--- src/asr_pkg.sv ---
// Package with the controller's timing constants, states and carrier structs
package asr_pkg;

    // ----------------------------------------------------------------
    // Memory geometry
    // ----------------------------------------------------------------
    localparam int ASR_ADDR_W = 19;
    localparam int ASR_DATA_W = 8;

    // ----------------------------------------------------------------
    // Timing of the memory, in ns as printed
    // ----------------------------------------------------------------
    localparam int CLK_PERIOD_NS = 100;
    localparam int READ_CYCLE_TIME_NS = 55;
    localparam int ADDRESS_ACCESS_TIME_NS = 55;
    localparam int OUTPUT_ENABLE_ACCESS_TIME_NS = 30;
    localparam int OUTPUT_DISABLE_TO_HIGH_Z_NS = 20;
    localparam int WRITE_CYCLE_TIME_NS = 55;
    localparam int SELECT_TO_WRITE_END_NS = 50;
    localparam int ADDRESS_VALID_TO_WRITE_END_NS = 50;
    localparam int WRITE_PULSE_WIDTH_NS = 45;
    localparam int WRITE_DATA_SETUP_NS = 40;

    // ----------------------------------------------------------------
    // Derived cycle counts, least times rounded up, never below one
    // ----------------------------------------------------------------
    function automatic int ceil_cyc(input int ns);
        int c;
        c = (ns + CLK_PERIOD_NS - 1) / CLK_PERIOD_NS;
        return (c < 1) ? 1 : c;
    endfunction

    localparam int READ_WAIT_CYC = ceil_cyc(ADDRESS_ACCESS_TIME_NS);
    localparam int WRITE_PULSE_CYC = ceil_cyc(WRITE_PULSE_WIDTH_NS);
    localparam int TURN_CYC = ceil_cyc(OUTPUT_DISABLE_TO_HIGH_Z_NS);
    localparam int CNT_W = 4;

    // ----------------------------------------------------------------
    // Controller states, one-hot
    // ----------------------------------------------------------------
    typedef enum logic [5:0] {
        ASR_IDLE = 6'h01,
        ASR_RD = 6'h02,
        ASR_RD_END = 6'h04,
        ASR_WR_SET = 6'h08,
        ASR_WR = 6'h10,
        ASR_WR_END = 6'h20
    } asr_state_t;

    // ----------------------------------------------------------------
    // Carriers
    // ----------------------------------------------------------------
    typedef struct packed {
        logic we;
        logic [ASR_ADDR_W-1:0] addr;
        logic [ASR_DATA_W-1:0] wdata;
    } asr_req_t;

    typedef struct packed {
        logic cs_n;
        logic oe_n;
        logic we_n;
        logic [ASR_ADDR_W-1:0] addr;
    } asr_pins_t;

endpackage

--- src/asr_ctrl.sv ---
// Host controller driving a 512K x 8 asynchronous static memory
//
// Behaviour
// - Drive 19-bit address and share one 8-bit two-way data bus.
// - Each read cycle lasts at least 55 ns between address changes.
// - Each write cycle lasts at least 55 ns between address changes.
// - Select and address valid at least 50 ns before write end.
// - Address stable by write strobe start and held after it ends.
// - Write enable pulse stays low at least 45 ns.
// - Data set up 30 or 40 ns before write end, held after.
// - Write ends on first rising strobe; meet that strobe's data set-up.
// - Contents undefined at power-up; write before reading, verify reads.
`timescale 1ns/1ps
`default_nettype none

module asr_ctrl
    import asr_pkg::*;
(
    input wire logic clk,
    input wire logic rst,
    input wire logic req_valid,
    input wire asr_req_t req,
    output logic req_ready,
    output logic rsp_valid,
    output logic [ASR_DATA_W-1:0] rsp_data,
    output asr_pins_t pins,
    output logic [ASR_DATA_W-1:0] mem_dq_o,
    output logic mem_dq_oe_n,
    input wire logic [ASR_DATA_W-1:0] mem_dq_i
);

    asr_state_t state_ff;
    asr_state_t nxt_state;
    asr_req_t req_ff;
    logic ready_ff;
    logic rsp_valid_ff;
    logic [ASR_DATA_W-1:0] rsp_data_ff;
    asr_pins_t pins_ff;
    logic [ASR_DATA_W-1:0] dq_o_ff;
    logic dq_oe_n_ff;
    logic [ASR_DATA_W-1:0] dq_s1_ff;
    logic [ASR_DATA_W-1:0] dq_s2_ff;
    logic cnt_load;
    logic [CNT_W-1:0] cnt_value;
    logic cnt_done;

    // ----------------------------------------------------------------
    // Phase timer
    // ----------------------------------------------------------------
    asr_cnt #(
        .W(CNT_W)
    ) u_cnt (
        .clk(clk),
        .rst(rst),
        .load(cnt_load),
        .value(cnt_value),
        .done(cnt_done)
    );

    // ----------------------------------------------------------------
    // Data input synchroniser
    // ----------------------------------------------------------------
    // Bus comes from an unclocked part, so two flops before use
    always_ff @(posedge clk) begin
        if (rst) begin
            dq_s1_ff <= '0;
            dq_s2_ff <= '0;
        end else begin
            dq_s1_ff <= mem_dq_i;
            dq_s2_ff <= dq_s1_ff;
        end
    end

    // ----------------------------------------------------------------
    // Sequencer
    // ----------------------------------------------------------------
    // Every phase is at least one 100 ns cycle, so all least times hold
    always_comb begin
        nxt_state = state_ff;
        cnt_load = 1'b0;
        cnt_value = '0;
        case (state_ff)
            ASR_IDLE: begin
                if (req_valid && ready_ff) begin
                    cnt_load = 1'b1;
                    if (req.we) begin
                        nxt_state = ASR_WR_SET;
                        cnt_value = CNT_W'(TURN_CYC);
                    end else begin
                        nxt_state = ASR_RD;
                        // Two extra cycles cover the input synchroniser
                        cnt_value = CNT_W'(READ_WAIT_CYC + 2);
                    end
                end
            end
            ASR_RD: begin
                if (cnt_done) begin
                    nxt_state = ASR_RD_END;
                end
            end
            ASR_RD_END: begin
                nxt_state = ASR_IDLE;
            end
            ASR_WR_SET: begin
                if (cnt_done) begin
                    nxt_state = ASR_WR;
                    cnt_load = 1'b1;
                    cnt_value = CNT_W'(WRITE_PULSE_CYC);
                end
            end
            ASR_WR: begin
                if (cnt_done) begin
                    nxt_state = ASR_WR_END;
                end
            end
            ASR_WR_END: begin
                nxt_state = ASR_IDLE;
            end
            default: begin
                nxt_state = ASR_IDLE;
            end
        endcase
    end

    // State register
    always_ff @(posedge clk) begin
        if (rst) begin
            state_ff <= ASR_IDLE;
        end else begin
            state_ff <= nxt_state;
        end
    end

    // ----------------------------------------------------------------
    // Request capture and handshake
    // ----------------------------------------------------------------
    // Address and data frozen for the whole access
    always_ff @(posedge clk) begin
        if (rst) begin
            req_ff <= '0;
            ready_ff <= 1'b0;
        end else begin
            if (state_ff == ASR_IDLE && req_valid && ready_ff) begin
                req_ff <= req;
            end
            ready_ff <= (nxt_state == ASR_IDLE);
        end
    end

    // ----------------------------------------------------------------
    // Memory strobes
    // ----------------------------------------------------------------
    // Address changes only while select is high, so each access stands
    // alone; cycle length is at least three clocks, far above 55 ns
    always_ff @(posedge clk) begin
        if (rst) begin
            pins_ff <= '{cs_n: 1'b1, oe_n: 1'b1, we_n: 1'b1, addr: '0};
        end else begin
            case (nxt_state)
                ASR_RD: begin
                    pins_ff.cs_n <= 1'b0;
                    pins_ff.oe_n <= 1'b0;
                    pins_ff.we_n <= 1'b1;
                    if (state_ff == ASR_IDLE) begin
                        pins_ff.addr <= req.addr;
                    end
                end
                ASR_WR_SET: begin
                    // Select first, write strobe later; output enable stays high
                    pins_ff.cs_n <= 1'b0;
                    pins_ff.oe_n <= 1'b1;
                    pins_ff.we_n <= 1'b1;
                    pins_ff.addr <= req.addr;
                end
                ASR_WR: begin
                    pins_ff.cs_n <= 1'b0;
                    pins_ff.oe_n <= 1'b1;
                    pins_ff.we_n <= 1'b0;
                end
                default: begin
                    // Both strobes rise together; write enable ends the write
                    pins_ff.cs_n <= 1'b1;
                    pins_ff.oe_n <= 1'b1;
                    pins_ff.we_n <= 1'b1;
                end
            endcase
        end
    end

    // ----------------------------------------------------------------
    // Data bus drive
    // ----------------------------------------------------------------
    // Drive from the write strobe's fall through one cycle after the strobe rises
    always_ff @(posedge clk) begin
        if (rst) begin
            dq_o_ff <= '0;
            dq_oe_n_ff <= 1'b1;
        end else begin
            if (nxt_state == ASR_WR) begin
                dq_o_ff <= req_ff.wdata;
                dq_oe_n_ff <= 1'b0;
            end else if (nxt_state != ASR_WR_END) begin
                dq_oe_n_ff <= 1'b1;
            end
        end
    end

    // ----------------------------------------------------------------
    // Read answer
    // ----------------------------------------------------------------
    // Sample before select rises, never after, as no hold is promised
    always_ff @(posedge clk) begin
        if (rst) begin
            rsp_valid_ff <= 1'b0;
            rsp_data_ff <= '0;
        end else begin
            rsp_valid_ff <= 1'b0;
            if (state_ff == ASR_RD && cnt_done) begin
                rsp_valid_ff <= 1'b1;
                rsp_data_ff <= dq_s2_ff;
            end
        end
    end

    assign req_ready = ready_ff;
    assign rsp_valid = rsp_valid_ff;
    assign rsp_data = rsp_data_ff;
    assign pins = pins_ff;
    assign mem_dq_o = dq_o_ff;
    assign mem_dq_oe_n = dq_oe_n_ff;

endmodule

`default_nettype wire

--- src/asr_cnt.sv ---
// Down counter that times each memory phase in whole clock cycles
`timescale 1ns/1ps
`default_nettype none

module asr_cnt
    import asr_pkg::*;
#(
    parameter int W = CNT_W
) (
    input wire logic clk,
    input wire logic rst,
    input wire logic load,
    input wire logic [W-1:0] value,
    output logic done
);

    logic [W-1:0] cnt_ff;

    // ----------------------------------------------------------------
    // Count
    // ----------------------------------------------------------------
    // Load wins over counting so a phase always gets its full length
    always_ff @(posedge clk) begin
        if (rst) begin
            cnt_ff <= '0;
        end else if (load) begin
            cnt_ff <= value;
        end else if (cnt_ff != '0) begin
            cnt_ff <= cnt_ff - 1'b1;
        end
    end

    // Done when the last cycle of the phase is running; load is kept out
    // so a caller may reload on done without a combinational loop
    assign done = (cnt_ff <= {{(W-1){1'b0}}, 1'b1});

endmodule

`default_nettype wire

--- config.mk ---
export PLATFORM = sky130hd
export DESIGN_NAME = asr_ctrl
export DESIGN_NICKNAME = d
export VERILOG_FILES = /design/src/asr_pkg.sv /design/src/asr_ctrl.sv /design/src/asr_cnt.sv
export SDC_FILE = /design/constraint.sdc
export NUM_CORES = 1
export LEC_CHECK = 0
export BUFFER_PORTS_ARGS = -buffer_cell sky130_fd_sc_hd__buf_2
export CAP_MARGIN = 20
export CORE_MARGIN = 8
export CORE_UTILIZATION = 30
export CTS_BUF_LIST = sky130_fd_sc_hd__clkbuf_16
export DETAILED_ROUTE_END_ITERATION = 12
export GPL_TIMING_DRIVEN = 0
export PLACE_DENSITY_LB_ADDON = 0.15
export SETUP_SLACK_MARGIN = 0.2
export SKIP_CTS_REPAIR_TIMING = 1
export SYNTH_ARGS = -nofsm -noshare
export SYNTH_HDL_FRONTEND = slang
export SYNTH_SLANG_ARGS = --single-unit
--- constraint.sdc ---
create_clock -name clk -period 2.6 [get_ports clk]
set_input_delay 0.52 -clock clk [delete_from_list [all_inputs] [get_ports clk]]
set_output_delay 0.52 -clock clk [all_outputs]
set_load 0.005 [all_outputs]
# Word level (Yosys, flattened, before mapping)
# Cells that the tools add are included.
[word_totals] word_cells=56 regBits=75 inputBits=39
[op_classes] eq_ne=10 order_cmp=1 add_sub_neg=1 n_mux=21 n_reduce_logical=9
[op_table] op="case mux 19 bit (2 select lines)" count=1
[op_table] op="two-way mux 6 bit" count=4
[op_table] op="case mux 6 bit (4 select lines)" count=1
[op_table] op="two-way mux 19 bit" count=1
[op_table] op="== test 6 x 1 -> 1 bit (second input constant)" count=2
[op_table] op="== test 6 x 2 -> 1 bit (second input constant)" count=2
[op_table] op="== test 6 x 4 -> 1 bit (second input constant)" count=2
[op_table] op="== test 6 x 5 -> 1 bit (second input constant)" count=2
[op_table] op="two-way mux 4 bit" count=3
[op_table] op="case mux 3 bit (3 select lines)" count=1
[op_table] op="two-way mux 1 bit" count=6
[op_table] op="inequality test 6 bit (second input constant)" count=1
[op_table] op="nonzero test 2 bit" count=3
[op_table] op="<= comparator 4 x 1 -> 1 bit (second input constant)" count=1
[op_table] op="logical AND 1 bit" count=4
[op_table] op="two-way mux 2 bit" count=2
[op_table] op="case mux 2 bit (2 select lines)" count=1
[op_table] op="nonzero test 4 bit" count=1
[op_table] op="subtractor 4 x 1 -> 4 bit (second input constant)" count=1
[op_table] op="inequality test 2 bit (second input constant)" count=1
[op_table] op="case mux 1 bit (2 select lines)" count=1
[op_table] op="AND reduction 2 bit" count=1

# Longest topological paths before layout
[logic_depth] ltp_word=6 depth_mapped=8 depth_no_buf=6

# By module
# From an unflattened synthesis, not the netlist that was laid out.
[hier_totals] hier_cells=315 hier_area_um2=2921.6
[by_module_without_submodules] module="asr_ctrl" n_inst=1 cells_per_inst=288 area_each_um2=2668.8
[by_module_without_submodules] module="asr_cnt" n_inst=1 cells_per_inst=27 area_each_um2=252.7

# Worst setup path before layout
# No wires, ideal clock.
[synth_path] kind="reg-to-reg" from="register u_cnt.cnt_ff[0]" to="register rsp_data_ff[7] (netlist: rsp_data[7])" path_stages_with_launch=8 setup_time_ps=128 slack_ps=973 n_path_buf=1 arrival_time_ps=1500 path_cell_list="dfxtp_1 > inv_1 > ha_1 > or2_2 > nand4_1 > buf_2 > mux2i_1 > nor2_1"
[synth_between] elab_chain_cells=2
[synth_lines] item="start: declaration" line="asr_cnt.sv:17" rtl="logic [W-1:0] cnt_ff;"
[synth_lines] item="start signal: assignment" line="asr_cnt.sv:27" rtl="cnt_ff <= value;"
[synth_lines] item="start signal: assignment" line="asr_cnt.sv:29" rtl="cnt_ff <= cnt_ff - 1'b1;"
[synth_lines] item="<= comparator 4 x 1 -> 1 bit" line="asr_cnt.sv:35" rtl="assign done = (cnt_ff <= {{(W-1){1'b0}}, 1'b1});"
[synth_lines] item="logical AND 1 bit" line="asr_ctrl.sv:218" rtl="if (state_ff == ASR_RD && cnt_done) begin"
[synth_lines] item="end signal: assignment" line="asr_ctrl.sv:220" rtl="rsp_data_ff <= dq_s2_ff;"
[synth_lines] item="end: declaration" line="asr_ctrl.sv:37" rtl="logic [ASR_DATA_W-1:0] rsp_data_ff;"
# No other way between the ends.
# A chain may end at the register's enable or synchronous reset.

# Worst setup path in the final report
# Ends and elaborated chain as after synthesis.

==> results.yml <==
outcome:
  status: "finished, final reports clean"
cts:
  numClockSinks: 75
  cts_made_buffers: 9
  cts_tree: "yes"
  cts-root-buf: "clkbuf_16"
  clk_pin_slew_ns: 0.06
  clk_path_buf_depth: 2
  htree_levels: 3
  worstSkewPairLatency_ns: 0.32
sta:
  max_freq_ghz: 0.546
  rsz0062_at_grt: "no"
  holdWs_ns: 0.407
  period_share_pct: 70.4
  setup-tns-final_ns: 0
  worst_pin_slew_ns: 0.544
  setup_viol: 0
  drv_slew: 0
  worst_slack_ns: 0.768
  period_needed_ns: 1.83
  slew_headroom_pct: 63.8
  skew_ns: 0.00700
  finalHoldViolations: 0
layout:
  layout-area-overhead-vs-synth_pct: 30.2
  final_common_cell: "buf_2"
  final_cell_mix: "81 x buf_2, 75 x dfxtp_1, 59 x nand2_1"
  layout-drive-gt1-share_pct: 27.6
  nets: 421
  fillers: 933
  finalInstanceArea_sq_mm: 0.00367
  antenna_cells: 0
  multi_input_area_sq_mm: 0.00120
  seq_area_sq_mm: 0.00150
worst_setup_path:
  cpPeakStageDelay_ns: 0.39
  reg2reg_depth: 7
  cpMaxStageDelayCell: "dfxtp_1"
  cp_max_fo: 10
  worstPathArrival_ns: 2.02
  r2r_slack_ns: 0.77
  startpoint_type: "flip-flop"
  cp-end-kind: "flip-flop"
  crit_chain: "inv_1 -> ha_1 -> or2_2 -> nand4_1 -> buf_2 -> mux2i_1 -> nor2_1"
  reg2reg_from: "u_cnt.cnt_ff[0]"
  worst-endpoint-required_ns: 2.79
  worstSetupPathType: "reg2reg"
  reg2reg_to: "rsp_data[7]"
hold_path:
  hold_path_end: "dq_s1_ff[0]"
  hold_depth: 2
  hold_start: "mem_dq_i[0]"
  min_path_type: "in2reg"
yosys:
  synth_cell_types: 38
  async_flop_share_pct: 0
  synthCells: 289
  yosys.area.top_type_share_pct: 53.3
  synth_area_sq_mm: 0.00282
  syn_area_per_cell_sq_um: 9.75
  synth_edf_count: 0
  synth_top_flop_cell: "dfxtp_1"
  synth.area.top_cells: "dfxtp_1 53%, mux2i_1 15%, nand2_1 7.9%"
  yosysSeqAreaShare_pct: 53.3
  yosysWarningCount: 0
  synth_fp_nets: 331
  yosys.area.top_type: "dfxtp_1"
  synth-seq-cells: 75
die:
  fp.dieW_um: 113
  initial_core_util_pct: 30.6
  die_h_um: 113
  fp-row-count: 35
  io_pins: 80
  dieArea_sq_mm: 0.0127
  coreArea_sq_mm: 0.00920
global_route:
  grt_max_degree: 14
  overflow: 0
  grt_usage_pct: 11.1
  grt_antenna_before_repair: 0
  grt_pass1_vias: 2277
  grt_pass1_wl_um: 11300
placement:
  numPortBuffers: 79
  dpl_cell_area_sq_mm: 0.00335
  hpwl_um: 4990
  gp_congestion: 0.745
  dpl_worst_slack_ns: 0.713
routing:
  vias: 2198
  drcViolationCount: 0
  viasPerCell: 4.44
  routed_wl_um: 6830
  postRouteAntennaNets: 0
  drt_iter0_drc: 142
  wire_per_inst_um: 13.8
  drt-pass1-iter-count: 4
power:
  ir_worst_vdd_mv: 0.365
  power.density_mw_per_mm2: 824
  fin_total_pwr_mw: 3.02
  power_leakage_nw: 1.67
job:
  max_cap_viol_count: 0
state kept, by name (all words and copies together), names as in the netlist, 4 cells and up:
register,cells
dq_s2_ff,8
u_cnt.cnt_ff,4
req_ff,8
dq_s1_ff,8
rsp_data,8
state_ff,6
mem_dq_o,8
pins,22
metal layers:
layer | global-route usage [%] | wire length, um | share of wire [%]
met2 | 17.5 | 3110 | 46
met4 | 4.80 | 102 | 1.5
met3 | 3.67 | 347 | 5.1
met5 | 0 | 0 | 0
met1 | 13.7 | 3270 | 48
worst max path at each step:
stage / start / end
after floorplan: u_cnt.cnt_ff[0] / rsp_data[7]
after global placement: rst / req_ff[7]
after detailed placement: rst / rsp_data[4]
after CTS: u_cnt.cnt_ff[0] / rsp_data[7]
after global routing: u_cnt.cnt_ff[0] / rsp_data[7]
final: u_cnt.cnt_ff[0] / rsp_data[7]
final cells by class:
class,instances,area share (%)
sequential,75,40.9
multi-input combinational,193,32.7
timing repair buffer,79,10.8
clock buffer,9,6.14
tap,111,3.79
buffer,16,2.66
clock inverter,7,2.49
inverter,5,0.512
metrics by stage:
step | utilization (%) | cells
floorplan | - | 289
CTS | 39.9 | 495
global placement | 36.4 | 479
global route | 39.9 | 495
finish | 39.9 | 495
detailed placement | 36.4 | 479
report_power, final:
group          switching (mW)  internal, mW
combinational           0.247         0.193
sequential             0.0537          1.22
clock                   0.473         0.837
cell families (layout without fill, tap and decap cells):
| group | count (synthesis) | count (layout) | synth area share, % |
|---|---|---|---|
| AOI/OAI and AO/OA | 18 | 18 | 4.26 |
| xor gates and xnor gates | 3 | 3 | 0.933 |
| adders and majority gates | 3 | 3 | 1.33 |
| buffers and inverters | 21 | 116 | 4.13 |
| DFF | 75 | 75 | 53.3 |
| muxes | 43 | 43 | 15.3 |
| and+or+nand+nor | 126 | 126 | 20.7 |
synth_stat cells, drive strengths merged (2+ instances only):
cell    count
nand3       2
nor3b       2
clkbuf     10
a21oi       8
ha          3
o211ai      2
xnor2       2
or3         3
dfxtp      75
and2        4
o31ai       3
inv         5
buf         6
o21a        2
nand4       2
nand2      59
nor3        6
nor2b      16
nand2b      2
nor2       26
mux2i      43
nor4        2
worst max-delay path: cells and delay by family (launching register included):
family | cells | cell delay, ns
buf+inv | 2 | 0.37
flops | 1 | 0.39
simple gates | 3 | 0.48
mux | 1 | 0.23
fa+ha+maj | 1 | 0.23
(Power assumes the default switching activity.)
